File: config.mk
export PLATFORM = sky130hd
export DESIGN_NAME = scp_pin_ctrl
export DESIGN_NICKNAME = d
export VERILOG_FILES = /design/src/logic/scp_pkg.sv /design/src/logic/scp_pin_ctrl.sv
export SDC_FILE = /design/constraint.sdc
export NUM_CORES = 1
export LEC_CHECK = 0
export ABC_AREA = 1
export ABC_CLOCK_PERIOD_IN_PS = 2530
export BUFFER_PORTS_ARGS = -buffer_cell sky130_fd_sc_hd__buf_4
export CELL_PAD_IN_SITES_DETAIL_PLACEMENT = 0
export CELL_PAD_IN_SITES_GLOBAL_PLACEMENT = 1
export CORE_MARGIN = 4
export CORE_UTILIZATION = 38
export CTS_CLUSTER_SIZE = 8
export DETAILED_ROUTE_END_ITERATION = 6
export MAX_ROUTING_LAYER = met4
export PLACE_DENSITY_LB_ADDON = 0.1
export SETUP_SLACK_MARGIN = 0.05
export SLEW_MARGIN = 30
export SYNTH_ARGS = -nofsm -noshare
export SYNTH_HDL_FRONTEND = slang
export SYNTH_SLANG_ARGS = --single-unit
File: constraint.sdc
create_clock -name pclk -period 2.53 [get_ports pclk]
set_clock_uncertainty 0.1 [all_clocks]
set_input_delay 0.6325 -clock pclk [delete_from_list [all_inputs] [get_ports pclk]]
set_output_delay 0.6325 -clock pclk [all_outputs]
set_load 0.005 [all_outputs]
File: src/logic/scp_pkg.sv
// Purpose: shared constants and types for the serial control pin logic
// Assumes: APB register access, two channels
// Notes:   register offsets are byte addresses of aligned 32-bit words
package scp_pkg;

  localparam int unsigned NUM_CH = 2;

  localparam logic [7:0] OFS_CTRL0  = 8'h00;
  localparam logic [7:0] OFS_CTRL1  = 8'h04;
  localparam logic [7:0] OFS_STATUS = 8'h08;
  localparam logic [7:0] OFS_IRQEN  = 8'h0c;
  localparam logic [7:0] OFS_VECTOR = 8'h10;
  localparam logic [7:0] OFS_TXDIV  = 8'h14;
  localparam logic [7:0] OFS_BUSADR = 8'h18;

  // Status register field positions
  localparam int unsigned ST_CHG_LSB  = 0;
  localparam int unsigned ST_LVL_LSB  = 4;
  localparam int unsigned ST_IUS_BIT  = 8;
  localparam int unsigned ST_PEND_BIT = 9;

  // Transmit bit rate may not exceed a quarter of pclk
  localparam logic [7:0] MIN_TX_DIV = 8'h04;

  localparam logic [7:0] RST_VECTOR = 8'h00;
  localparam logic [7:0] RST_TXDIV  = 8'h10;

  // Receive clock to data rate ratios, stored as count minus one
  localparam logic [5:0] MULT1_CNT  = 6'h00;
  localparam logic [5:0] MULT16_CNT = 6'h0f;
  localparam logic [5:0] MULT32_CNT = 6'h1f;
  localparam logic [5:0] MULT64_CNT = 6'h3f;

  typedef enum logic [1:0] {
    SCP_SRC_RX  = 2'b00,
    SCP_SRC_TX  = 2'b01,
    SCP_SRC_BRG = 2'b10,
    SCP_SRC_PLL = 2'b11
  } scp_src_t;

  typedef enum logic [1:0] {
    SCP_MULT1  = 2'b00,
    SCP_MULT16 = 2'b01,
    SCP_MULT32 = 2'b10,
    SCP_MULT64 = 2'b11
  } scp_mult_t;

  // Per-channel control word, low ten bits of CTRL0/CTRL1
  typedef struct packed {
    scp_mult_t rx_mult;
    logic      xtal;
    scp_src_t  clk_src;
    logic      dma_mode;
    logic      dtr_bit;
    logic      rts_bit;
    logic      async_mode;
    logic      auto_en;
  } scp_cfg_t;

  localparam scp_cfg_t RST_CFG = '0;

  // Serial engine facing signals of one channel
  typedef struct packed {
    logic tx_enable;
    logic rx_enable;
    logic tx_bit_en;
    logic rx_sample_en;
    logic clk_to_rx;
    logic clk_to_tx;
    logic clk_to_brg;
    logic clk_to_pll;
    logic xtal_osc_en;
  } scp_eng_t;

endpackage

File: src/logic/scp_pin_ctrl.sv
// Purpose: modem lines, daisy chain, interrupt pin, strobe decode and clock pin steering
// Assumes: bus strobes synchronous to pclk, modem and clock pins asynchronous
// Notes:   serial engines, baud generator and PLL live elsewhere
// Function
// Auto mode gates transmitter with clear-to-send
// Detect both edges on modem inputs
// Auto mode uses carrier-detect as receiver enable
// Both strobes low means reset request
// Terminal-ready output follows its control bit
// Terminal-ready output may carry DMA request
// Upstream drives chain enable when chain free
// Chain out needs chain in, idle, quiet
// Open-drain interrupt low while request pending; code releases it while ius is set, even with the request still pending
// Drive vector on acknowledge with chain enabled
// Latch acknowledge at address strobe rise
// All internal logic runs on pclk
// Transmit bit rate at most quarter pclk
// Clock pin selectable as four sources
// Clock pin may form crystal oscillator
// Receive clock ratio 1,16,32 or 64
// Setting request-to-send bit drives output low
// Async auto: release waits for empty transmitter
// Otherwise request-to-send follows bit immediately
// Master drives read/write direction line
// Latch address at address strobe rise
// Synchronise modem inputs before edge detect
// No vector while chain enable low
`timescale 1ns/100ps
module scp_pin_ctrl #(
  parameter int unsigned NCH = scp_pkg::NUM_CH
) (
  input  wire logic                       pclk,
  input  wire logic                       presetn,
  input  wire logic                       psel,
  input  wire logic                       penable,
  input  wire logic                       pwrite,
  input  wire logic [7:0]                 paddr,
  input  wire logic [31:0]                pwdata,
  output logic                            pready,
  output logic [31:0]                     prdata,
  output logic                            pslverr,
  input  wire logic                       addr_strobe_n,
  input  wire logic                       data_strobe_n,
  input  wire logic                       read_write,
  input  wire logic [7:0]                 ad_in,
  output logic [7:0]                      ad_out,
  output logic                            ad_oe,
  input  wire logic                       irq_ack_n,
  input  wire logic                       chain_enable_in,
  output logic                            chain_enable_out,
  output logic                            irq_n_out,
  output logic                            irq_n_oe,
  output logic                            bus_reset,
  output logic [7:0]                      bus_addr,
  output logic                            bus_read,
  input  wire logic [NCH-1:0]             cts_n,
  input  wire logic [NCH-1:0]             dcd_n,
  input  wire logic [NCH-1:0]             rx_tx_clock_pin,
  input  wire logic [NCH-1:0]             tx_empty,
  input  wire logic [NCH-1:0]             dma_req,
  output logic [NCH-1:0]                  rts_n,
  output logic [NCH-1:0]                  dtr_req_n,
  output scp_pkg::scp_eng_t [NCH-1:0]     eng
);

  typedef struct packed {
    scp_pkg::scp_cfg_t [NCH-1:0]  cfg;
    logic [NCH-1:0][7:0]          txdiv;
    logic [NCH-1:0][7:0]          txcnt;
    logic [NCH-1:0][5:0]          rxcnt;
    logic [NCH-1:0]               cts_s1;
    logic [NCH-1:0]               cts_s2;
    logic [NCH-1:0]               cts_d;
    logic [NCH-1:0]               dcd_s1;
    logic [NCH-1:0]               dcd_s2;
    logic [NCH-1:0]               dcd_d;
    logic [NCH-1:0]               clk_s1;
    logic [NCH-1:0]               clk_s2;
    logic [NCH-1:0]               clk_d;
    logic [NCH-1:0]               rts_drive;
    logic [NCH-1:0]               dtr_drive;
    scp_pkg::scp_eng_t [NCH-1:0]  eng;
    logic [2*NCH-1:0]             chg;
    logic [2*NCH-1:0]             irq_en;
    logic [7:0]                   vector;
    logic                         ius;
    logic                         as_d;
    logic                         ds_d;
    logic                         ack;
    logic [7:0]                   addr;
    logic                         rd;
    logic                         bus_rst;
    logic [31:0]                  rdata;
    logic                         slverr;
  } scp_st_t;

  scp_st_t st_r;
  scp_st_t st_nxt;

  logic                           apb_wr;
  logic                           apb_rd;
  logic                           pending;
  logic                           strobe_rst;
  logic                           ds_active;

  function automatic logic [5:0] mult_last(input scp_pkg::scp_mult_t m);
    unique case (m)
      scp_pkg::SCP_MULT1:  mult_last = scp_pkg::MULT1_CNT;
      scp_pkg::SCP_MULT16: mult_last = scp_pkg::MULT16_CNT;
      scp_pkg::SCP_MULT32: mult_last = scp_pkg::MULT32_CNT;
      scp_pkg::SCP_MULT64: mult_last = scp_pkg::MULT64_CNT;
    endcase
  endfunction

  function automatic logic mapped(input logic [7:0] a);
    mapped = (a == scp_pkg::OFS_CTRL0) || (a == scp_pkg::OFS_CTRL1) || (a == scp_pkg::OFS_STATUS) ||
             (a == scp_pkg::OFS_IRQEN) || (a == scp_pkg::OFS_VECTOR) || (a == scp_pkg::OFS_TXDIV) ||
             (a == scp_pkg::OFS_BUSADR);
  endfunction

  // Zero-wait slave: every access completes in its first access cycle
  assign pready  = 1'b1;
  assign apb_wr  = psel && penable && pwrite;
  assign apb_rd  = psel && !penable && !pwrite;
  assign prdata  = st_r.rdata;
  assign pslverr = st_r.slverr && psel && penable;

  // strobe reset
  assign strobe_rst = !addr_strobe_n && !data_strobe_n;
  assign ds_active  = !data_strobe_n && addr_strobe_n;

  always_comb begin
    logic [31:0]             status;
    logic [2*NCH-1:0]        rise_fall;
    logic [2*NCH-1:0]        chg_clr;
    logic [7:0]              div;
    logic                    clk_rise;
    status    = '0;
    rise_fall = '0;
    chg_clr   = '0;
    div       = '0;
    clk_rise  = 1'b0;
    st_nxt    = st_r;

    // single clock, R22 two-flop synchronisers
    st_nxt.cts_s1 = cts_n;
    st_nxt.cts_s2 = st_r.cts_s1;
    st_nxt.cts_d  = st_r.cts_s2;
    st_nxt.dcd_s1 = dcd_n;
    st_nxt.dcd_s2 = st_r.dcd_s1;
    st_nxt.dcd_d  = st_r.dcd_s2;
    st_nxt.clk_s1 = rx_tx_clock_pin;
    st_nxt.clk_s2 = st_r.clk_s1;
    st_nxt.clk_d  = st_r.clk_s2;

    for (int c = 0; c < NCH; c++) begin
      // both edges
      rise_fall[2*c]   = st_r.cts_s2[c] ^ st_r.cts_d[c];
      rise_fall[2*c+1] = st_r.dcd_s2[c] ^ st_r.dcd_d[c];
      status[scp_pkg::ST_LVL_LSB+2*c]   = st_r.cts_s2[c];
      status[scp_pkg::ST_LVL_LSB+2*c+1] = st_r.dcd_s2[c];
    end
    status[scp_pkg::ST_CHG_LSB +: 2*NCH] = st_r.chg;
    status[scp_pkg::ST_IUS_BIT]          = st_r.ius;
    status[scp_pkg::ST_PEND_BIT]         = pending;

    st_nxt.rdata  = '0;
    st_nxt.slverr = 1'b0;
    if (apb_rd) begin
      st_nxt.slverr = !mapped(paddr);
      unique case (paddr)
        scp_pkg::OFS_CTRL0:  st_nxt.rdata = 32'(st_r.cfg[0]);
        scp_pkg::OFS_CTRL1:  st_nxt.rdata = 32'(st_r.cfg[NCH-1]);
        scp_pkg::OFS_STATUS: st_nxt.rdata = status;
        scp_pkg::OFS_IRQEN:  st_nxt.rdata = 32'(st_r.irq_en);
        scp_pkg::OFS_VECTOR: st_nxt.rdata = 32'(st_r.vector);
        scp_pkg::OFS_TXDIV:  st_nxt.rdata = 32'(st_r.txdiv);
        scp_pkg::OFS_BUSADR: st_nxt.rdata = {23'h000000, st_r.rd, st_r.addr};
        default:             st_nxt.rdata = '0;
      endcase
    end
    if (psel && !penable && pwrite) begin
      st_nxt.slverr = !mapped(paddr);
    end

    if (apb_wr) begin
      unique case (paddr)
        scp_pkg::OFS_CTRL0:  st_nxt.cfg[0]     = pwdata[$bits(scp_pkg::scp_cfg_t)-1:0];
        scp_pkg::OFS_CTRL1:  st_nxt.cfg[NCH-1] = pwdata[$bits(scp_pkg::scp_cfg_t)-1:0];
        scp_pkg::OFS_STATUS: chg_clr           = pwdata[scp_pkg::ST_CHG_LSB +: 2*NCH];
        scp_pkg::OFS_IRQEN:  st_nxt.irq_en     = pwdata[2*NCH-1:0];
        scp_pkg::OFS_VECTOR: st_nxt.vector     = pwdata[7:0];
        scp_pkg::OFS_TXDIV:  st_nxt.txdiv      = pwdata[8*NCH-1:0];
        default:             st_nxt.vector     = st_r.vector;
      endcase
      // Writing one to the service bit ends the interrupt service
      if (paddr == scp_pkg::OFS_STATUS && pwdata[scp_pkg::ST_IUS_BIT]) begin
        st_nxt.ius = 1'b0;
      end
    end
    // A new edge beats a clear in the same cycle
    st_nxt.chg = (st_r.chg & ~chg_clr) | rise_fall;

    // address latch, R11 acknowledge latch
    st_nxt.as_d = addr_strobe_n;
    st_nxt.ds_d = data_strobe_n;
    if (addr_strobe_n && !st_r.as_d && data_strobe_n) begin
      st_nxt.addr = ad_in;
      // direction from master
      st_nxt.rd   = read_write;
      st_nxt.ack  = !irq_ack_n;
    end
    // vector placed: device enters service
    if (st_r.ack && ds_active && st_r.ds_d && chain_enable_in && pending) begin
      st_nxt.ius = 1'b1;
    end

    for (int c = 0; c < NCH; c++) begin
      // set drives low, R18 async auto waits for empty, R19 otherwise immediate
      if (st_r.cfg[c].rts_bit) begin
        st_nxt.rts_drive[c] = 1'b1;
      end else if (st_r.cfg[c].async_mode && st_r.cfg[c].auto_en) begin
        st_nxt.rts_drive[c] = st_r.rts_drive[c] && !tx_empty[c];
      end else begin
        st_nxt.rts_drive[c] = 1'b0;
      end
      // control bit, R6 DMA request
      st_nxt.dtr_drive[c] = st_r.cfg[c].dma_mode ? dma_req[c] : st_r.cfg[c].dtr_bit;

      // transmitter gate, R3 receiver gate
      st_nxt.eng[c].tx_enable = !st_r.cfg[c].auto_en || !st_r.cts_s2[c];
      st_nxt.eng[c].rx_enable = !st_r.cfg[c].auto_en || !st_r.dcd_s2[c];

      // divisor floored at four
      div = (st_r.txdiv[c] < scp_pkg::MIN_TX_DIV) ? scp_pkg::MIN_TX_DIV : st_r.txdiv[c];
      st_nxt.eng[c].tx_bit_en = 1'b0;
      if (st_r.txcnt[c] >= div - 8'h01) begin
        st_nxt.txcnt[c]         = '0;
        st_nxt.eng[c].tx_bit_en = st_r.eng[c].tx_enable;
      end else begin
        st_nxt.txcnt[c] = st_r.txcnt[c] + 8'h01;
      end

      // clock pin steering, R15 crystal enable; the steering outputs still follow the pin
      st_nxt.eng[c].xtal_osc_en = st_r.cfg[c].xtal;
      st_nxt.eng[c].clk_to_rx   = st_r.cfg[c].clk_src == scp_pkg::SCP_SRC_RX  && st_r.clk_s2[c];
      st_nxt.eng[c].clk_to_tx   = st_r.cfg[c].clk_src == scp_pkg::SCP_SRC_TX  && st_r.clk_s2[c];
      st_nxt.eng[c].clk_to_brg  = st_r.cfg[c].clk_src == scp_pkg::SCP_SRC_BRG && st_r.clk_s2[c];
      st_nxt.eng[c].clk_to_pll  = st_r.cfg[c].clk_src == scp_pkg::SCP_SRC_PLL && st_r.clk_s2[c];

      // receive sample every 1, 16, 32 or 64 rising clock pin edges
      clk_rise = st_r.clk_s2[c] && !st_r.clk_d[c] && st_r.cfg[c].clk_src == scp_pkg::SCP_SRC_RX &&
                 !st_r.cfg[c].xtal;
      st_nxt.eng[c].rx_sample_en = 1'b0;
      if (clk_rise) begin
        if (st_r.rxcnt[c] >= mult_last(st_r.cfg[c].rx_mult)) begin
          st_nxt.rxcnt[c]            = '0;
          st_nxt.eng[c].rx_sample_en = st_r.eng[c].rx_enable;
        end else begin
          st_nxt.rxcnt[c] = st_r.rxcnt[c] + 6'h01;
        end
      end
    end

    // strobe reset clears control and interrupt state
    st_nxt.bus_rst = strobe_rst;
    if (strobe_rst) begin
      st_nxt.cfg    = {NCH{scp_pkg::RST_CFG}};
      st_nxt.chg    = '0;
      st_nxt.irq_en = '0;
      st_nxt.ius    = 1'b0;
      st_nxt.ack    = 1'b0;
    end
  end

  always_ff @(posedge pclk or negedge presetn) begin
    if (!presetn) begin
      st_r        <= '0;
      st_r.vector <= scp_pkg::RST_VECTOR;
      st_r.txdiv  <= {NCH{scp_pkg::RST_TXDIV}};
      st_r.cts_s1 <= '1;
      st_r.cts_s2 <= '1;
      st_r.cts_d  <= '1;
      st_r.dcd_s1 <= '1;
      st_r.dcd_s2 <= '1;
      st_r.dcd_d  <= '1;
      st_r.as_d   <= 1'b1;
      st_r.ds_d   <= 1'b1;
    end else begin
      st_r <= st_nxt;
    end
  end

  assign pending = |(st_r.chg & st_r.irq_en);

  // open drain request
  assign irq_n_out = 1'b0;
  assign irq_n_oe  = pending && !st_r.ius;

  // chain out; R7 upstream sets chain in
  assign chain_enable_out = chain_enable_in && !st_r.ius && !(st_r.ack && pending);

  // drive vector, R23 never without chain enable
  assign ad_oe  = st_r.ack && ds_active && chain_enable_in && (pending || st_r.ius);
  assign ad_out = st_r.vector;

  assign bus_reset = st_r.bus_rst;
  assign bus_addr  = st_r.addr;
  assign bus_read  = st_r.rd;
  assign rts_n     = ~st_r.rts_drive;
  assign dtr_req_n = ~st_r.dtr_drive;
  assign eng       = st_r.eng;

endmodule

==> impl_metrics.tcl, run 1 <==
set metrics [dict create \
    relSlewSlack 0.5947 \
    criticalPathCategory "reg2reg" \
    placed_area_sq_mm 0.008763 \
    slew_viol_final 0 \
    final_nets 1096 \
    io_buffers 111 \
    placed_cells 1239 \
    wirelength_um 19730 \
    pin_count 146 \
    hold_viol 0 \
    synthArstFlopShare 1.000 \
    die_y_um 152.0 \
    cts-root-buf "clkbuf_16" \
    synthToLayoutAreaGrowth_pct 20.47 \
    crit_path_start_kind "flip-flop" \
    hpwl_um 14980 \
    dieArea_sq_mm 0.02311 \
    yosysWarnings 0 \
    cts_buffer_depth 2 \
    cts_buffers 17 \
    vias 5899 \
    synth_top_area_cell "dfrtp_1" \
    synth_edf_count 0 \
    nFillCells 2072 \
    wl_per_cell_um 15.45 \
    switching_share 0.2656 \
    critPathCaptureType "flip-flop" \
    path_max_fanout 8 \
    pwr-share-comb 0.103 \
    avgSynthCellArea_sq_um 8.814 \
    grt_max_degree 49 \
    finalPower_mw 5.887 \
    antenna_found_initial 0 \
    rows 52 \
    clkLatencyLatePin_ns 0.42 \
    worst_pin_slew_ns 0.6080 \
    place.gp.congestion 0.8362 \
    initial_utilization 0.3882 \
    ys.flop_type "dfrtp_1" \
    seqPwrFrac 0.443 \
    firstDrtPassIters 5 \
    critPathArrivalTime_ns 2.56 \
    post-route-drc-count 0 \
    ir_drop_v 0.0004324 \
    critPathTopFamily "simple AND/OR/NAND/NOR gates" \
    grt_pass1_wl_um 31740 \
    drtIter0Drc 371 \
    period_minus_slack_ns 2.316 \
    grt_use_total 0.1772 \
    power.switching_mw 1.563 \
    grt_overflow 0 \
    pwr-share-clk 0.454 \
    max_stage_delay_ns 0.40 \
    seqCellArea_sq_mm 0.003799 \
    grt_pass1_vias 5661 \
    syn_area_sq_mm 0.007880 \
    hold_ws_ns 0.05698 \
    status "completed" \
    power-per-cell-area_mw_per_mm2 620.1 \
    clk_pin_slew_ns 0.06 \
    p_leak_nw 4.772 \
    cts_tree "yes" \
    ant_nets 0 \
    multi_input_area_sq_mm 0.003271 \
    netlist_instances 894 \
    crit_chain "inv_1 > nand2_1 > nor2_1 > nand3_2 > nand2_2 > ha_4 > inv_2 > nor2_2 > xor2_1 > ha_1 > nand2_1 > o21a_1 > nand2_4 > nor2_1" \
    setup_viol 0 \
    seq_area_frac_synth 0.4821 \
    netlist.area_leader.share 0.4287 \
    final_cells 1277 \
    fmax_mhz 431.8 \
    hp-class "in2async" \
    crit_slowest_cell "dfrtp_1" \
    htree_num_levels 4 \
    clock-sinks 151 \
    via_per_inst 4.619 \
    diodes 0 \
    die_w_um 152.0 \
    synth_cell_types 39 \
    final_area_sq_mm 0.009493 \
    drive_gt1_frac 0.2691 \
    crit_required_ns 2.78 \
    synth-seq-cells 151 \
    p_int_mw 4.324 \
    cap_violations 0 \
    path_buf_inv 2 \
    synth_area_leaders "dfrtp_1 43%, nand2_1 8.9%, buf_4 6.7%" \
    timing.final.crit_share 0.9154 \
    core-area_sq_mm 0.02030 \
]
-- logic make-up (layout without fill, tap and decap cells) --
logic type	Yosys count	count (layout)	share of synthesized area
compound gates	98	98	0.07701
xor+xnor	21	21	0.02334
fa+ha+maj	34	34	0.05399
buf+inv	170	267	0.1199
flops	151	151	0.4821
mux	10	10	0.01429
other cells	2	18	0.0009530
simple gates	408	408	0.2285
-- cell usage after synthesis, drive strengths merged, types with 5 or more instances --
cell type  number
nand4           6
o21bai          8
dfstp          16
nor3           16
o21ai          50
xnor2          11
nand2         198
nor2          105
xor2           10
a21oi          29
nand3          78
mux2           10
ha             34
buf            80
inv            88
a21boi          5
dfrtp         135
-- power by group through the flow --
stage | clock network (mW) | registers [mW] | logic, mW
detailed placement | 0 | 2.65 | 0.594
finish | 2.67 | 2.61 | 0.607
CTS | 2.75 | 2.61 | 0.599
global route | 2.85 | 2.62 | 0.699
floorplan | 0 | 2.62 | 0.378
global placement | 0 | 2.65 | 0.588
-- area by class of cell --
class,instances,share of cell area
Multi-Input combinational cell,589,0.3445
Sequential cell,151,0.4002
Timing Repair Buffer,147,0.1206
Inverter,88,0.03480
Clock buffer,18,0.04626
Tap cell,270,0.03559
Clock inverter,14,0.01806
-- flip-flops by register name, summed over array words and instances (netlist names) --
signal     cells
ad_out         8
bus_addr       8
bus_read       1
bus_reset      1
eng           18
prdata        16
st_nxt        14
st_r          85
-- layout by cell type, fill, tap and decap left out, drive strengths merged --
cell | netlist | layout
nand4 | 6 | 6
ha | 34 | 34
a21oi | 29 | 29
and2 | 1 | 1
dfrtp | 135 | 135
conb | 2 | 18
nand2 | 198 | 198
nand3b | 3 | 3
clkbuf | 2 | 18
clkinvlp | 0 | 1
mux2 | 10 | 10
o21bai | 8 | 8
bufinv | 0 | 2
o21ai | 50 | 50
o21a | 2 | 2
nor3 | 16 | 16
xnor2 | 11 | 11
dfstp | 16 | 16
o41ai | 1 | 1
xor2 | 10 | 10
nor2 | 105 | 105
inv | 88 | 99
and3 | 1 | 1
buf | 80 | 147
a21o | 2 | 2
o31ai | 1 | 1
nand3 | 78 | 78
a21boi | 5 | 5
-- final timing paths --
| kind | end | cells past startpoint | start | slack [ns] |
|---|---|---|---|---|
| worst max-delay path | st_r[124]$_DFF_PN0_ | 14 | st_r[144]$_DFFE_PN0P_ | 0.21 |
| worst min-delay path | st_r[110]$_DFFE_PN0P_ | 1 | presetn | 0.06 |
| worst max register to register | st_r[124]$_DFF_PN0_ | 14 | st_r[144]$_DFFE_PN0P_ | 0.21 |
| worst min register to register | st_nxt[85]$_DFF_PN0_ | 0 | st_nxt[87]$_DFF_PN0_ | 0.25 |
| max in group asynchronous | st_r[91]$_DFF_PN1_ | 2 | presetn | 1.61 |
| min in group pclk | st_nxt[88]$_DFF_PN0_ | 1 | rx_tx_clock_pin[1] | 0.21 |
-- through the flow --
| stage | TNS [ns] | util | setup slack, ns |
|---|---|---|---|
| final | 0 | 0.4676 | 0.2141 |
| after global routing | -0.01231 | 0.4676 | -0.006466 |
| after CTS | 0 | 0.4620 | 0.06845 |
| after detailed placement | -0.005789 | 0.4317 | -0.005789 |
| after global placement | 0 | 0.4317 | 0.03439 |
| after floorplan | 0 | - | 0.1610 |
-- metal layers --
layer | vias to the layer above | wire [um] | global-route usage
met5 | - | 0 | -
met4 | 0 | 150 | 0.03425
met3 | 9 | 622 | 0.03811
met2 | 91 | 9546 | 0.2790
met1 | 2808 | 9408 | 0.2392
li1 | 2991 | - | -
-- timing repair --
item                                   4_1_cts  5_1_grt
pin swaps                                    0       11
gates resized for setup                      2       24
setup endpoints to repair                   16       18
endpoints found under the hold margin        0        0
setup buffers                                0        6
hold buffers                                 0        0
Note: power is estimated with default switching activity, not from simulation.
==> inputs of run 2 (changes only) <==
--- a/config.mk
+++ b/config.mk
@@ -6,12 +6,12 @@
 export NUM_CORES = 1
 export LEC_CHECK = 0
 export ABC_AREA = 1
-export ABC_CLOCK_PERIOD_IN_PS = 2530
+export ABC_CLOCK_PERIOD_IN_PS = 2410
 export BUFFER_PORTS_ARGS = -buffer_cell sky130_fd_sc_hd__buf_4
 export CELL_PAD_IN_SITES_DETAIL_PLACEMENT = 0
 export CELL_PAD_IN_SITES_GLOBAL_PLACEMENT = 1
 export CORE_MARGIN = 4
-export CORE_UTILIZATION = 38
+export CORE_UTILIZATION = 42
 export CTS_CLUSTER_SIZE = 8
 export DETAILED_ROUTE_END_ITERATION = 6
 export MAX_ROUTING_LAYER = met4
==> constraint.sdc (replaced) <==
create_clock -name pclk -period 2.41 [get_ports pclk]
set_clock_uncertainty 0.1 [all_clocks]
set_input_delay 0.6025 -clock pclk [delete_from_list [all_inputs] [get_ports pclk]]
set_output_delay 0.6025 -clock pclk [all_outputs]
set_load 0.005 [all_outputs]
==> run 2 against run 1 <==
Die area decreased by 9.0%. Largest power group is now sequential cells. Fmax decreased by 2.5%. Critical path type unchanged. Register-to-register slack got worse by 0.18 ns. Critical path depth unchanged. Sequential share of layout area decreased by 0.095 points. Wire length decreased by 1.3%. Sequential power increased by 5%.
==> impl_metrics.tcl, run 2 (synthesis results as in run 1) <==
set metrics [dict create \
    layout_common_cells "177 x nand2_1, 148 x buf_4, 135 x dfrtp_1" \
    critPathCaptureType "flip-flop" \
    final_cells 1242 \
    die_y_um 145.0 \
    place.gp.congestion 0.8689 \
    power-per-cell-area_mw_per_mm2 638.8 \
    worst_pin_slew_ns 0.6654 \
    io_buffers 111 \
    grt_use_total 0.1950 \
    rsz0062_at_grt "true" \
    finalPower_mw 6.078 \
    wl_per_cell_um 15.68 \
    synthToLayoutAreaGrowth_pct 20.75 \
    placed_cells 1204 \
    regMostFlops "st_r" \
    grt_overflow 0 \
    clkLatencyLatePin_ns 0.43 \
    hpwl_um 14540 \
    drtIter0Drc 322 \
    critPathArrivalTime_ns 2.59 \
    post-route-drc-count 0 \
    grt_max_degree 46 \
    crit_slowest_cell "dfrtp_1" \
    grt_pass1_vias 5949 \
    clk_pin_slew_ns 0.06 \
    crit_chain "nor2_2 > nand4_1 > nand2_1 > ha_2 > inv_2 > nor2_4 > nand2_2 > xor2_1 > ha_1 > nand2_1 > o21a_1 > nand2_2 > buf_6 > nor2_1" \
    cts_buffers 17 \
    cts_buffer_depth 2 \
    cts_tree "yes" \
    final_nets 1102 \
    slew_viol_final 0 \
    antenna_found_initial 0 \
    status "completed" \
    p_leak_nw 4.746 \
    crit_required_ns 2.62 \
    htree_num_levels 4 \
    initial_utilization 0.4328 \
    path_max_fanout 5 \
    final_area_sq_mm 0.009515 \
    largest_reg_flops 85 \
    die_w_um 145.0 \
    wirelength_um 19480 \
    fmax_mhz 420.9 \
    criticalPathCategory "reg2reg" \
    timing.final.crit_share 0.9858 \
    ir_drop_v 0.0005047 \
    setup_viol 0 \
    max_stage_delay_ns 0.39 \
    crit_path_start_kind "flip-flop" \
    drive_gt1_frac 0.2932 \
    cts-root-buf "clkbuf_16" \
    fin_util 0.5226 \
    cap_violations 0 \
    diodes 0 \
    pin_count 146 \
    ant_nets 0 \
    clock-sinks 151 \
    hold_viol 0 \
    postCtsHoldBufs 0 \
    vias 5999 \
    grt_pass1_wl_um 31820 \
    hp-class "in2async" \
    placed_area_sq_mm 0.008747 \
    dieArea_sq_mm 0.02102 \
    rows 49 \
    path_buf_inv 2 \
    via_per_inst 4.830 \
    core-area_sq_mm 0.01821 \
    final_common_cell "nand2_1" \
    firstDrtPassIters 5 \
    period_minus_slack_ns 2.376 \
    relSlewSlack 0.5564 \
    critPathTopFamily "simple AND/OR/NAND/NOR gates" \
]
[run 2: layout make-up]
| type | instances | area, sq um |
|---|---|---|
| Clock inverter | 13 | 136.4 |
| Fill cell | 1764 | 8693 |
| Clock buffer | 19 | 432.9 |
| Tap cell | 229 | 286.5 |
| Inverter | 88 | 332.8 |
| Timing Repair Buffer | 153 | 1185 |
| Sequential cell | 151 | 3799 |
| Multi-Input combinational cell | 589 | 3343 |
[run 2: metal layers]
metal  part of all wire  global-route usage
met5                  0                   -
met4              0.011             0.04608
met3              0.047             0.04459
met2               0.48              0.3026
met1               0.47              0.2629
[run 2: final timing paths]
path	from	to	slack, ns	depth (start not counted)
min in group pclk	rx_tx_clock_pin[0]	st_nxt[87]$_DFF_PN0_	0.18	1
setup reg to reg	st_r[138]$_DFFE_PN0P_	st_r[115]$_DFF_PN0_	0.03	14
hold / removal	presetn	st_r[119]$_DFF_PN0_	0.02	1
max in group asynchronous	presetn	st_r[92]$_DFF_PN1_	1.55	2
setup / recovery	st_r[138]$_DFFE_PN0P_	st_r[115]$_DFF_PN0_	0.03	14
hold reg to reg	st_nxt[94]$_DFF_PN1_	st_nxt[92]$_DFF_PN1_	0.26	0
[run 2: where the power goes]
group / internal [mW] / switching [mW] / total [mW] / leakage [nW]
clock: 1.45 / 1.15 / 2.60 / 0.269
sequential: 2.65 / 0.0838 / 2.74 / 1.93
combinational: 0.348 / 0.392 / 0.740 / 2.54
[run 2: metrics by stage]
step                      hold WS, ns  setup TNS [ns]  worst slack [ns]
final                         0.01520               0           0.03416
after global routing          0.03703         -0.7926          -0.09207
after CTS                    0.006089               0           0.04680
after detailed placement       0.2372         -0.3349          -0.03693
after global placement         0.2354       -0.003927         -0.002506
after floorplan                0.2069               0           0.08851
[run 2: repair_timing]
item,4_1_cts,5_1_grt
buffers inserted,3,3
pin swaps,12,19
endpoints found under the setup margin,16,18
endpoints found under the hold margin,0,0
resized for setup,10,40
